==> src/core/pmbus_cfg_pkg.sv <==
// constants, tables and carrier types for the configuration register bank
package pmbus_cfg_pkg;

  // ----------------------------------------------------------------
  // register table
  // ----------------------------------------------------------------
  localparam int NUM_REGS = 12;
  localparam int IDX_W = 4;
  localparam logic [IDX_W-1:0] LAST_IDX = 4'hB;

  // command codes, one per table entry, in table order
  localparam logic [7:0] CODE_OPERATION_CONTROL = 8'h01;
  localparam logic [7:0] CODE_ON_OFF_SOURCE_CONFIG = 8'h02;
  localparam logic [7:0] CODE_WRITE_LOCK = 8'h10;
  localparam logic [7:0] CODE_SENSE_DIVIDER_RATIO = 8'h2A;
  localparam logic [7:0] CODE_OVERCURRENT_FAULT_THRESHOLD = 8'h46;
  localparam logic [7:0] CODE_OVERTEMP_FAULT_THRESHOLD = 8'h4F;
  localparam logic [7:0] CODE_OVERTEMP_WARNING_THRESHOLD = 8'h51;
  localparam logic [7:0] CODE_SOFT_START_DURATION = 8'hD1;
  localparam logic [7:0] CODE_SWITCHING_FREQUENCY_SELECT = 8'hD2;
  localparam logic [7:0] CODE_UPPER_MARGIN_STEPS = 8'hD4;
  localparam logic [7:0] CODE_LOWER_MARGIN_STEPS = 8'hD5;
  localparam logic [7:0] CODE_VENDOR_OPTIONS = 8'hDA;

  // standard bus commands that move the whole configuration
  localparam logic [7:0] CODE_STORE_ALL = 8'h11;
  localparam logic [7:0] CODE_RESTORE_ALL = 8'h12;
  localparam logic [7:0] CODE_STORE_USER_ALL = 8'h15;

  // table positions of entries the logic looks at directly
  localparam logic [IDX_W-1:0] IDX_OPERATION_CONTROL = 4'h0;
  localparam logic [IDX_W-1:0] IDX_ON_OFF_SOURCE_CONFIG = 4'h1;
  localparam logic [IDX_W-1:0] IDX_WRITE_LOCK = 4'h2;
  localparam logic [IDX_W-1:0] IDX_SENSE_DIVIDER_RATIO = 4'h3;
  localparam logic [IDX_W-1:0] IDX_OVERCURRENT_FAULT_THRESHOLD = 4'h4;
  localparam logic [IDX_W-1:0] IDX_OVERTEMP_FAULT_THRESHOLD = 4'h5;
  localparam logic [IDX_W-1:0] IDX_OVERTEMP_WARNING_THRESHOLD = 4'h6;
  localparam logic [IDX_W-1:0] IDX_SOFT_START_DURATION = 4'h7;
  localparam logic [IDX_W-1:0] IDX_SWITCHING_FREQUENCY_SELECT = 4'h8;
  localparam logic [IDX_W-1:0] IDX_UPPER_MARGIN_STEPS = 4'h9;
  localparam logic [IDX_W-1:0] IDX_LOWER_MARGIN_STEPS = 4'hA;
  localparam logic [IDX_W-1:0] IDX_VENDOR_OPTIONS = 4'hB;

  localparam logic [7:0] CODE_TAB [NUM_REGS] = '{
    CODE_OPERATION_CONTROL, CODE_ON_OFF_SOURCE_CONFIG, CODE_WRITE_LOCK,
    CODE_SENSE_DIVIDER_RATIO, CODE_OVERCURRENT_FAULT_THRESHOLD,
    CODE_OVERTEMP_FAULT_THRESHOLD, CODE_OVERTEMP_WARNING_THRESHOLD,
    CODE_SOFT_START_DURATION, CODE_SWITCHING_FREQUENCY_SELECT,
    CODE_UPPER_MARGIN_STEPS, CODE_LOWER_MARGIN_STEPS, CODE_VENDOR_OPTIONS};

  // factory default values, also the reset values of the operating registers
  localparam logic [15:0] RST_OPERATION_CONTROL = 16'h0080;
  localparam logic [15:0] RST_ON_OFF_SOURCE_CONFIG = 16'h0014;
  localparam logic [15:0] RST_WRITE_LOCK = 16'h0000;
  localparam logic [15:0] RST_SENSE_DIVIDER_RATIO = 16'hE801;
  localparam logic [15:0] RST_OVERCURRENT_FAULT_THRESHOLD = 16'h0815;
  localparam logic [15:0] RST_OVERTEMP_FAULT_THRESHOLD = 16'h101D;
  localparam logic [15:0] RST_OVERTEMP_WARNING_THRESHOLD = 16'h101A;
  localparam logic [15:0] RST_SOFT_START_DURATION = 16'h000E;
  localparam logic [15:0] RST_SWITCHING_FREQUENCY_SELECT = 16'h000C;
  localparam logic [15:0] RST_UPPER_MARGIN_STEPS = 16'h0000;
  localparam logic [15:0] RST_LOWER_MARGIN_STEPS = 16'h0000;
  localparam logic [15:0] RST_VENDOR_OPTIONS = 16'h0005;

  localparam logic [15:0] RST_TAB [NUM_REGS] = '{
    RST_OPERATION_CONTROL, RST_ON_OFF_SOURCE_CONFIG, RST_WRITE_LOCK,
    RST_SENSE_DIVIDER_RATIO, RST_OVERCURRENT_FAULT_THRESHOLD,
    RST_OVERTEMP_FAULT_THRESHOLD, RST_OVERTEMP_WARNING_THRESHOLD,
    RST_SOFT_START_DURATION, RST_SWITCHING_FREQUENCY_SELECT,
    RST_UPPER_MARGIN_STEPS, RST_LOWER_MARGIN_STEPS, RST_VENDOR_OPTIONS};

  // byte registers keep only their low eight bits
  localparam logic [15:0] MASK_BYTE = 16'h00FF;
  localparam logic [15:0] MASK_WORD = 16'hFFFF;
  localparam logic [15:0] MASK_TAB [NUM_REGS] = '{
    MASK_BYTE, MASK_BYTE, MASK_BYTE, MASK_WORD, MASK_WORD, MASK_WORD,
    MASK_WORD, MASK_BYTE, MASK_BYTE, MASK_WORD, MASK_WORD, MASK_BYTE};

  // ----------------------------------------------------------------
  // linear data field layout
  // ----------------------------------------------------------------
  localparam int LIN_MANT_LSB = 0;
  localparam int LIN_MANT_W = 11;
  localparam int LIN_EXP_LSB = 11;
  localparam int LIN_EXP_W = 5;

  // ----------------------------------------------------------------
  // carrier types
  // ----------------------------------------------------------------
  typedef enum logic [2:0] {
    ST_LOAD,
    ST_IDLE,
    ST_STORE,
    ST_RESTORE
  } seq_state_e;

  typedef struct packed {
    logic valid;
    logic write;
    logic [7:0] code;
    logic [15:0] wdata;
  } cmd_req_s;

  typedef struct packed {
    logic signed [LIN_EXP_W-1:0] exponent;
    logic signed [LIN_MANT_W-1:0] mantissa;
  } linear_s;

  typedef struct packed {
    logic [7:0] operation_control;
    logic [7:0] on_off_source_config;
    logic [7:0] write_lock;
    logic [15:0] sense_divider_ratio;
    linear_s overcurrent_fault_threshold;
    linear_s overtemp_fault_threshold;
    linear_s overtemp_warning_threshold;
    logic [7:0] soft_start_duration;
    logic [7:0] switching_frequency_select;
    logic [15:0] upper_margin_steps;
    logic [15:0] lower_margin_steps;
    logic [7:0] vendor_options;
  } cfg_s;

endpackage : pmbus_cfg_pkg

==> src/core/pmbus_config_nvm_bank.sv <==
// configuration register bank with nonvolatile_store load, store and restore
module pmbus_config_nvm_bank
  import pmbus_cfg_pkg::*;
(
  input wire logic i_sys_clk,
  input wire logic i_rstn,
  input wire cmd_req_s i_cmd,
  output logic [15:0] o_rdata,
  output logic o_rvalid,
  output logic o_refused,
  output logic o_busy,
  output cfg_s o_cfg
);

  // ----------------------------------------------------------------
  // storage
  // ----------------------------------------------------------------
  logic [15:0] regs_q [NUM_REGS];
  // nonvolatile_store holds the factory table until a store overwrites it;
  // set at declaration so the store walk stays the only process writing it
  logic [15:0] nvm [NUM_REGS] = RST_TAB;
  seq_state_e state_q;
  seq_state_e state_d;
  logic [IDX_W-1:0] idx_q;
  logic [15:0] rdata_q;
  logic rvalid_q;
  logic refused_q;
  logic busy_q;

  // ----------------------------------------------------------------
  // command decode
  // ----------------------------------------------------------------
  logic [NUM_REGS-1:0] hit_vec;
  logic [IDX_W-1:0] hit_idx;
  wire idle = (state_q == ST_IDLE);
  wire req = i_cmd.valid;
  wire is_reg = |hit_vec;
  wire is_store = (i_cmd.code == CODE_STORE_ALL) || (i_cmd.code == CODE_STORE_USER_ALL);
  wire is_restore = (i_cmd.code == CODE_RESTORE_ALL);
  wire locked = (regs_q[IDX_WRITE_LOCK][7:0] != 8'h00);
  // the lock register itself stays writable, otherwise it could never be cleared
  wire wr_allowed = !locked || (hit_idx == IDX_WRITE_LOCK);
  wire do_read = req && idle && is_reg && !i_cmd.write;
  wire do_write = req && idle && is_reg && i_cmd.write && wr_allowed;
  wire start_store = req && idle && i_cmd.write && is_store;
  wire start_restore = req && idle && i_cmd.write && is_restore;
  wire accepted = do_read || do_write || start_store || start_restore;
  wire last = (idx_q == LAST_IDX);
  wire copy_in = (state_q == ST_LOAD) || (state_q == ST_RESTORE);

  // one comparator per table entry
  genvar g;
  generate
    for (g = 0; g < NUM_REGS; g++) begin : g_hit
      assign hit_vec[g] = (i_cmd.code == CODE_TAB[g]);
    end
  endgenerate

  // codes are unique, so at most one bit of the vector is set
  always_comb begin
    hit_idx = '0;
    for (int k = 0; k < NUM_REGS; k++) begin
      if (hit_vec[k]) begin
        hit_idx = IDX_W'(k);
      end
    end
  end

  // ----------------------------------------------------------------
  // sequencer
  // ----------------------------------------------------------------
  // reset starts in the load walk so nothing acts on unloaded settings
  always_comb begin
    state_d = state_q;
    unique case (state_q)
      ST_LOAD: begin
        if (last) begin
          state_d = ST_IDLE;
        end
      end
      ST_IDLE: begin
        if (start_store) begin
          state_d = ST_STORE;
        end else if (start_restore) begin
          state_d = ST_RESTORE;
        end
      end
      ST_STORE, ST_RESTORE: begin
        if (last) begin
          state_d = ST_IDLE;
        end
      end
      default: begin
        state_d = ST_IDLE;
      end
    endcase
  end

  always_ff @(posedge i_sys_clk or negedge i_rstn) begin
    if (!i_rstn) begin
      state_q <= ST_LOAD;
      idx_q <= '0;
    end else begin
      state_q <= state_d;
      idx_q <= (state_d == ST_IDLE || state_q == ST_IDLE) ? '0 : idx_q + 4'h1;
    end
  end

  // ----------------------------------------------------------------
  // operating registers
  // ----------------------------------------------------------------
  // reset values are the factory table; the power-up walk then overlays the store
  always_ff @(posedge i_sys_clk or negedge i_rstn) begin
    if (!i_rstn) begin
      for (int k = 0; k < NUM_REGS; k++) begin
        regs_q[k] <= RST_TAB[k];
      end
    end else if (copy_in) begin
      regs_q[idx_q] <= nvm[idx_q] & MASK_TAB[idx_q];
    end else if (do_write) begin
      regs_q[hit_idx] <= i_cmd.wdata & MASK_TAB[hit_idx];
    end
  end

  // store walk writes one entry per cycle; no reset, the array is the memory
  always_ff @(posedge i_sys_clk) begin
    if (state_q == ST_STORE) begin
      nvm[idx_q] <= regs_q[idx_q];
    end
  end

  // ----------------------------------------------------------------
  // answers
  // ----------------------------------------------------------------
  // anything not accepted while valid is flagged rather than silently dropped
  always_ff @(posedge i_sys_clk or negedge i_rstn) begin
    if (!i_rstn) begin
      rdata_q <= '0;
      rvalid_q <= 1'b0;
      refused_q <= 1'b0;
      busy_q <= 1'b1;
    end else begin
      rdata_q <= do_read ? regs_q[hit_idx] : rdata_q;
      rvalid_q <= do_read;
      refused_q <= req && !accepted;
      busy_q <= (state_d != ST_IDLE);
    end
  end

  assign o_rdata = rdata_q;
  assign o_rvalid = rvalid_q;
  assign o_refused = refused_q;
  assign o_busy = busy_q;

  // ----------------------------------------------------------------
  // configuration outputs
  // ----------------------------------------------------------------
  // limits are split into mantissa and exponent of the linear format
  assign o_cfg.operation_control = regs_q[IDX_OPERATION_CONTROL][7:0];
  assign o_cfg.on_off_source_config = regs_q[IDX_ON_OFF_SOURCE_CONFIG][7:0];
  assign o_cfg.write_lock = regs_q[IDX_WRITE_LOCK][7:0];
  assign o_cfg.sense_divider_ratio = regs_q[IDX_SENSE_DIVIDER_RATIO];
  assign o_cfg.overcurrent_fault_threshold = regs_q[IDX_OVERCURRENT_FAULT_THRESHOLD];
  assign o_cfg.overtemp_fault_threshold = regs_q[IDX_OVERTEMP_FAULT_THRESHOLD];
  assign o_cfg.overtemp_warning_threshold = regs_q[IDX_OVERTEMP_WARNING_THRESHOLD];
  assign o_cfg.soft_start_duration = regs_q[IDX_SOFT_START_DURATION][7:0];
  assign o_cfg.switching_frequency_select = regs_q[IDX_SWITCHING_FREQUENCY_SELECT][7:0];
  assign o_cfg.upper_margin_steps = regs_q[IDX_UPPER_MARGIN_STEPS];
  assign o_cfg.lower_margin_steps = regs_q[IDX_LOWER_MARGIN_STEPS];
  assign o_cfg.vendor_options = regs_q[IDX_VENDOR_OPTIONS][7:0];

endmodule : pmbus_config_nvm_bank

==> config.mk <==
export PLATFORM = sky130hd
export DESIGN_NAME = pmbus_config_nvm_bank
export DESIGN_NICKNAME = d
export VERILOG_FILES = /design/src/core/pmbus_cfg_pkg.sv /design/src/core/pmbus_config_nvm_bank.sv
export SDC_FILE = /design/constraint.sdc
export NUM_CORES = 1
export LEC_CHECK = 0
export BUFFER_PORTS_ARGS = -buffer_cell sky130_fd_sc_hd__buf_2
export CELL_PAD_IN_SITES_DETAIL_PLACEMENT = 1
export CELL_PAD_IN_SITES_GLOBAL_PLACEMENT = 2
export CORE_UTILIZATION = 45
export CTS_CLUSTER_SIZE = 28
export DETAILED_ROUTE_END_ITERATION = 10
export PLACE_DENSITY = 0.95
export REMOVE_ABC_BUFFERS = 1
export SETUP_SLACK_MARGIN = 0.1
export SLEW_MARGIN = 20
export SYNTH_ARGS = -nofsm -noshare
export SYNTH_HDL_FRONTEND = slang
export SYNTH_SLANG_ARGS = --single-unit
==> constraint.sdc <==
create_clock -name i_sys_clk -period 6 [get_ports i_sys_clk]
set_input_delay 0.6 -clock i_sys_clk [delete_from_list [all_inputs] [get_ports i_sys_clk]]
set_output_delay 0.6 -clock i_sys_clk [all_outputs]
set_load 0.1 [all_outputs]
### After elaboration in Yosys (flattened, before gate mapping)

Memories as Yosys holds them, arrays and structs flattened.
Index checks and enable logic that the tools add are counted.

| word-level totals | value |
|---|---|
| register bits | 218 |
| RAM bits | 192 |
| memory bits (read-only) | 512 |
| input port bits | 28 |
| output and inout bits | 163 |
| memories | 3 |

| cells by class | value |
|---|---|
| $add $sub $neg | 1 |
| $lt $le $gt $ge | 4 |
| equal/unequal tests | 22 |
| mux-type cells | 36 |
| bitwise gates (word level) | 4 |
| reduce and logical (&&, ||, !) cells | 26 |

Memory list:

| name | words | bits a word | rd ports | clocked after Yosys merged registers in | write ports | RTL line | RTL |
|---|---|---|---|---|---|---|---|
| (name not given) | 16 | 16 | 1 | 0 | 0 | pmbus_config_nvm_bank.sv:121 | `regs_q[hit_idx] <= i_cmd.wdata & MASK_TAB[hit_idx];` |
| (name not given) | 16 | 16 | 1 | 0 | 0 | pmbus_config_nvm_bank.sv:119 | `regs_q[idx_q] <= nvm[idx_q] & MASK_TAB[idx_q];` |
| nvm | 12 | 16 | 1 | 0 | 1 | pmbus_config_nvm_bank.sv:21 | `logic [15:0] nvm [NUM_REGS] = RST_TAB;` |

Operators by type and width:

| cell | number |
|---|---|
| 192-bit bitwise mux | 2 |
| 192-bit two-way mux | 2 |
| 16-bit two-way mux | 10 |
| 16-bit binary-select mux with 4-bit select | 2 |
| 16-bit demux with 4-bit select | 2 |
| 8-bit equality test, second input constant | 5 |
| 16-bit bitwise AND | 2 |
| 8-bit by 5-bit equality test with 1-bit output, second input constant | 4 |
| 4-bit two-way mux | 8 |
| 8-bit by 7-bit equality test with 1-bit output, second input constant | 3 |
| 3-bit two-way mux | 4 |
| 12-bit OR reduction | 1 |
| 1-bit logical AND | 11 |
| 5-bit greater-or-equal comparator, second input constant | 2 |
| 5-bit by 1-bit < comparator with 1-bit output, second input constant | 2 |
| 4-bit inverter with 5-bit output | 2 |
| 8-bit by 1-bit equality test with 1-bit output, second input constant | 1 |
| 8-bit by 2-bit equality test with 1-bit output, second input constant | 1 |
| 8-bit by 6-bit equality test with 1-bit output, second input constant | 1 |
| 8-bit nonzero test | 1 |
| 1-bit logical OR | 7 |
| 3-bit by 1-bit equality test with 1-bit output, second input constant | 2 |
| 3-bit by 2-bit equality test with 1-bit output, second input constant | 2 |
| 3-bit case mux with 2 select lines | 1 |
| 10 further kinds | 15 |

### Logic depth before layout (Yosys ltp)

| depth | value |
|---|---|
| depth after elaboration | 20 |
| mapped depth | 17 |

### Worst setup path after synthesis

Ideal clock, no wire load.

| path | value |
|---|---|
| path type | in2reg |
| start point | input port i_cmd[19] in the netlist's numbering |
| end point | register regs_q (netlist bit o_cfg[87]) |
| arrival time | 3,801 ps |
| data required time | 5,874 ps |
| slack | 2,074 ps |
| stages | 16 |
| cells stage by stage | buf_2 buf_2 nor4b_1 o311ai_2 nand3_2 inv_2 buf_2 buf_2 ha_1 clkbuf_1 o211ai_2 buf_6 a2111o_1 and2_1 buf_6 a221o_1 |

| on the way | value |
|---|---|
| longest elaborated chain between the ends | 20 |
| elaborated cells between the ends (all ways) | 43 |

Ends and longest elaborated chain:

| item | RTL line | RTL |
|---|---|---|
| start, declared | pmbus_config_nvm_bank.sv:7 | `input wire cmd_req_s i_cmd,` |
| 8-bit by 2-bit equality test with 1-bit output | pmbus_config_nvm_bank.sv:55 | `assign hit_vec[g] = (i_cmd.code == CODE_TAB[g]);` |
| 1-bit two-way mux | pmbus_config_nvm_bank.sv:63 | `if (hit_vec[k]) begin` |
| 2-bit two-way mux (2 in series) | pmbus_config_nvm_bank.sv:63 |  |
| 3-bit two-way mux | pmbus_config_nvm_bank.sv:63 |  |
| 4-bit two-way mux (7 in series) | pmbus_config_nvm_bank.sv:63 |  |
| 4-bit inverter with 5-bit output (not written as such) | pmbus_config_nvm_bank.sv:121 |  |
| memory 16 x 16 bit, or another cell as far along | n/a |  |
| 16-bit two-way mux (not written as such) or 1-bit logical AND (tied branches) | pmbus_config_nvm_bank.sv:121 |  |
| 16-bit two-way mux (not written as such) | pmbus_config_nvm_bank.sv:121 |  |
| 16-bit bitwise AND or 16-bit demux with 4-bit select (tied branches) | pmbus_config_nvm_bank.sv:121 |  |
| 192-bit bitwise mux | pmbus_config_nvm_bank.sv:121 |  |
| 192-bit two-way mux | pmbus_config_nvm_bank.sv:120 | `end else if (do_write) begin` |
| 192-bit two-way mux | pmbus_config_nvm_bank.sv:118 | `end else if (copy_in) begin` |
| end signal, assigned by index | pmbus_config_nvm_bank.sv:116 | `regs_q[k] <= RST_TAB[k];` |
| end signal, assigned by index | pmbus_config_nvm_bank.sv:119 |  |
| end signal, assigned by index | pmbus_config_nvm_bank.sv:121 |  |
| end, declared | pmbus_config_nvm_bank.sv:18 | `logic [15:0] regs_q [NUM_REGS];` |

Parallel ways exist; a longest one is shown, timed or not. The select of a mux whose other input is x is not followed.
A chain may end at the register's enable or synchronous reset.

### Worst setup path after layout

| path | value |
|---|---|
| start point | input port i_cmd[19] in the netlist's numbering |
| end point | register regs_q (netlist bit o_cfg[131]) |

The elaborated chain is that of the path after synthesis.

==> results_dict.tcl <==
set metrics [dict create \
    startpoint_type "input port" \
    synthCells 1833 \
    worstPathRequired_ns 6.51 \
    dr.pass1.iters 5 \
    synth_top_area_share_pct 26.0 \
    via_per_inst 7.22 \
    gr-total-overflow 0 \
    max_stage_delay_ns 0.78 \
    dp_hpwl_um 53100 \
    drtIter0Drc 2493 \
    synth-edff-count 192 \
    hold_viol_final 0 \
    grt_usage_pct 33.2 \
    initial_core_util_pct 46.0 \
    slew_headroom_pct 19.6 \
    cp_common_cell "buf_4" \
    clockRootBuffer "clkbuf_16" \
    leakagePower_nw 9.36 \
    synth_top_area_cell "edfxtp_1" \
    path_class "in2reg" \
    critical_path.cell_chain "buf_2, nor4bb_1, a22oi_1, o21ai_2, buf_4, inv_1, buf_4, ha_1, nand2_1, o31a_1, buf_4, a221o_1" \
    grt_pass1_wl_um 122000 \
    rr_startpoint "idx_q[0]" \
    grt_setup_unrepaired "no" \
    num_rows 80 \
    cts.clk_slew.worst_paths_ns 0.06 \
    drive_gt1_share_pct 29.5 \
    min_period_ns 4.09 \
    dp_slack_ns 1.53 \
    setup_ws_ns 1.91 \
    routed_wl_um 83500 \
    setup_viol 0 \
    period_share_pct 68.2 \
    cts_setup_buffers 0 \
    dp_cells 2437 \
    cts.sinks 410 \
    maxCapViolations 0 \
    synth_cell_types 80 \
    ys_top_cells_by_count "192 x edfxtp_1, 189 x dfrtp_1, 146 x buf_4, 101 x nand2_1, 97 x clkbuf_1" \
    num_io_pins 191 \
    die_x_um 224 \
    grt_pass1_vias 18500 \
    ys.flop_type "edfxtp_1" \
    core_area_um2 48100 \
    port-buffer-count 190 \
    p_per_area_nw_per_um2 274 \
    synth_area_um2 22100 \
    ir_drop_v 0.000255 \
    cts_tree "yes" \
    fillers 4911 \
    ys_top_cells_by_area "edfxtp_1 26%, dfrtp_1 21%, mux4_2 9.8%, buf_4 5.0%, dfstp_2 3.4%" \
    cts_buffer_depth 3 \
    path_delay_family "buffers and inverters" \
    holdWs_ns 0.0291 \
    crit_start "i_cmd[19]" \
    cts_resized 0 \
    crit_buf_inv 5 \
    ys_warn_count 0 \
    antenna_left 0 \
    path_depth 12 \
    instances_no_fill 2518 \
    r2r_setup_slack_ns 2.38 \
    slew_viol_final 0 \
    nets 1865 \
    async_flop_share_pct 53.2 \
    rr_worst_depth 7 \
    crit_arrival_ns 4.61 \
    multi_input_area_um2 9170 \
    dieArea_um2 50100 \
    regArea_um2 11300 \
    synth_seq_cells 410 \
    cts_max_level 2 \
    yosysMostFrequentCell "edfxtp_1" \
    cp-endpoint "o_cfg[131]" \
    wl_per_cell_um 33.2 \
    avgSynthCellArea_um2 12.1 \
    hold_path_class "in2async" \
    finalPower_mw 6.64 \
    worstReg2RegEnd "regs_q[62]" \
    outcome "complete, no violations" \
    antenna_found_initial 0 \
    vias 18200 \
    tightest_slew_ns 1.21 \
    drc 0 \
    numCtsBuffers 45 \
    area_delta_synth_final_pct 9.32 \
    grt_max_degree 123 \
    die_h_um 224 \
    critical_path.max_fanout 18 \
    yosysSeqAreaShare_pct 50.8 \
    worst_setup_path_end_kind "flop" \
    fin_skew_ns 0.0403 \
    clkLatencyLatePin_ns 0.60 \
    fmax_mhz 244 \
    hold_buffers 0 \
    worst_path_max_delay_cell "o31a_1" \
    routabilityCongestion 0.964 \
]
-- final cells by class --
type / count / share of cell area [%]
inverter: 7 / 0.109
sequential: 410 / 46.5
antenna: 1 / 0.0103
tap: 656 / 3.39
multi-input combinational: 1110 / 37.9
timing repair buffer: 255 / 6.04
clock inverter: 8 / 0.486
clock buffer: 71 / 5.52
-- power breakdown --
part | internal [mW] | switching (mW)
sequential | 3.05 | 0.0493
clock | 1.65 | 1.15
combinational | 0.151 | 0.586
-- metrics by stage --
step / setup TNS, ns / util, % / cell area, um^2
2_1_floorplan: -114.25 / - / 20400
3_3_place_gp: 0 / 47.1 / 22700
3_5_place_dp: 0 / 47.2 / 22700
4_1_cts: 0 / 50.2 / 24200
5_1_grt: 0 / 50.3 / 24200
6_report: 0 / 50.3 / 24200
-- sequential cells by signal, indices dropped and copies added (netlist names) --
name       cells
o_busy         1
nvm          192
o_rvalid       1
state_q        3
o_refused      1
regs_q        48
idx_q          4
o_cfg        144
o_rdata       16
-- worst register-to-register path, cell delays in order, from the launching register on --
cell and delay [ns]:
dfrtp_4 0.90, buf_4 0.78, mux4_2 0.63, mux2i_1 0.17
o21ai_0 0.14, nand2_1 0.46, o22ai_1 0.20, a22o_1 0.27
-- layer usage --
metal	GRT usage, %	up-vias	part of all wire [%]
li1	-	7074	-
met1	43.4	9287	37
met2	50.2	1434	45
met3	8.34	382	12
met4	19.7	2	6.5
met5	0.782	-	0.066
-- worst min-delay path by stage --
stage | startpoint | end
CTS | i_rstn | regs_q[184]
detailed placement | regs_q[190] | regs_q[190]
global placement | regs_q[190] | regs_q[190]
floorplan | i_rstn | idx_q[0]
finish | i_rstn | o_cfg[80]
global route | i_rstn | regs_q[72]
-- layout by cell type, fill, tap and decap left out, types with 47 or more instances in the layout --
cell type  netlist  final
mux4_2          96     96
a22o_1          57     57
o31ai_1         59     59
o22ai_1         95     95
a221o_1         65     65
a21oi_1         91     90
nand2_1        101    100
buf_4          146     63
nand4_1         59     59
nor2_1          94     94
edfxtp_1       192    192
buf_2           45    189
mux2_2          51     51
clkbuf_16        0     47
dfrtp_1        189    186
-- logic make-up after synthesis --
kind of cell,share of synthesized area [%]
compound gates,17.0
xor+xnor,0.119
fa+ha+maj,0.452
buf+inv,8.17
flops,50.8
mux,14.3
other cells,0.0169
simple gates,9.08
(Power assumes the default switching activity.)
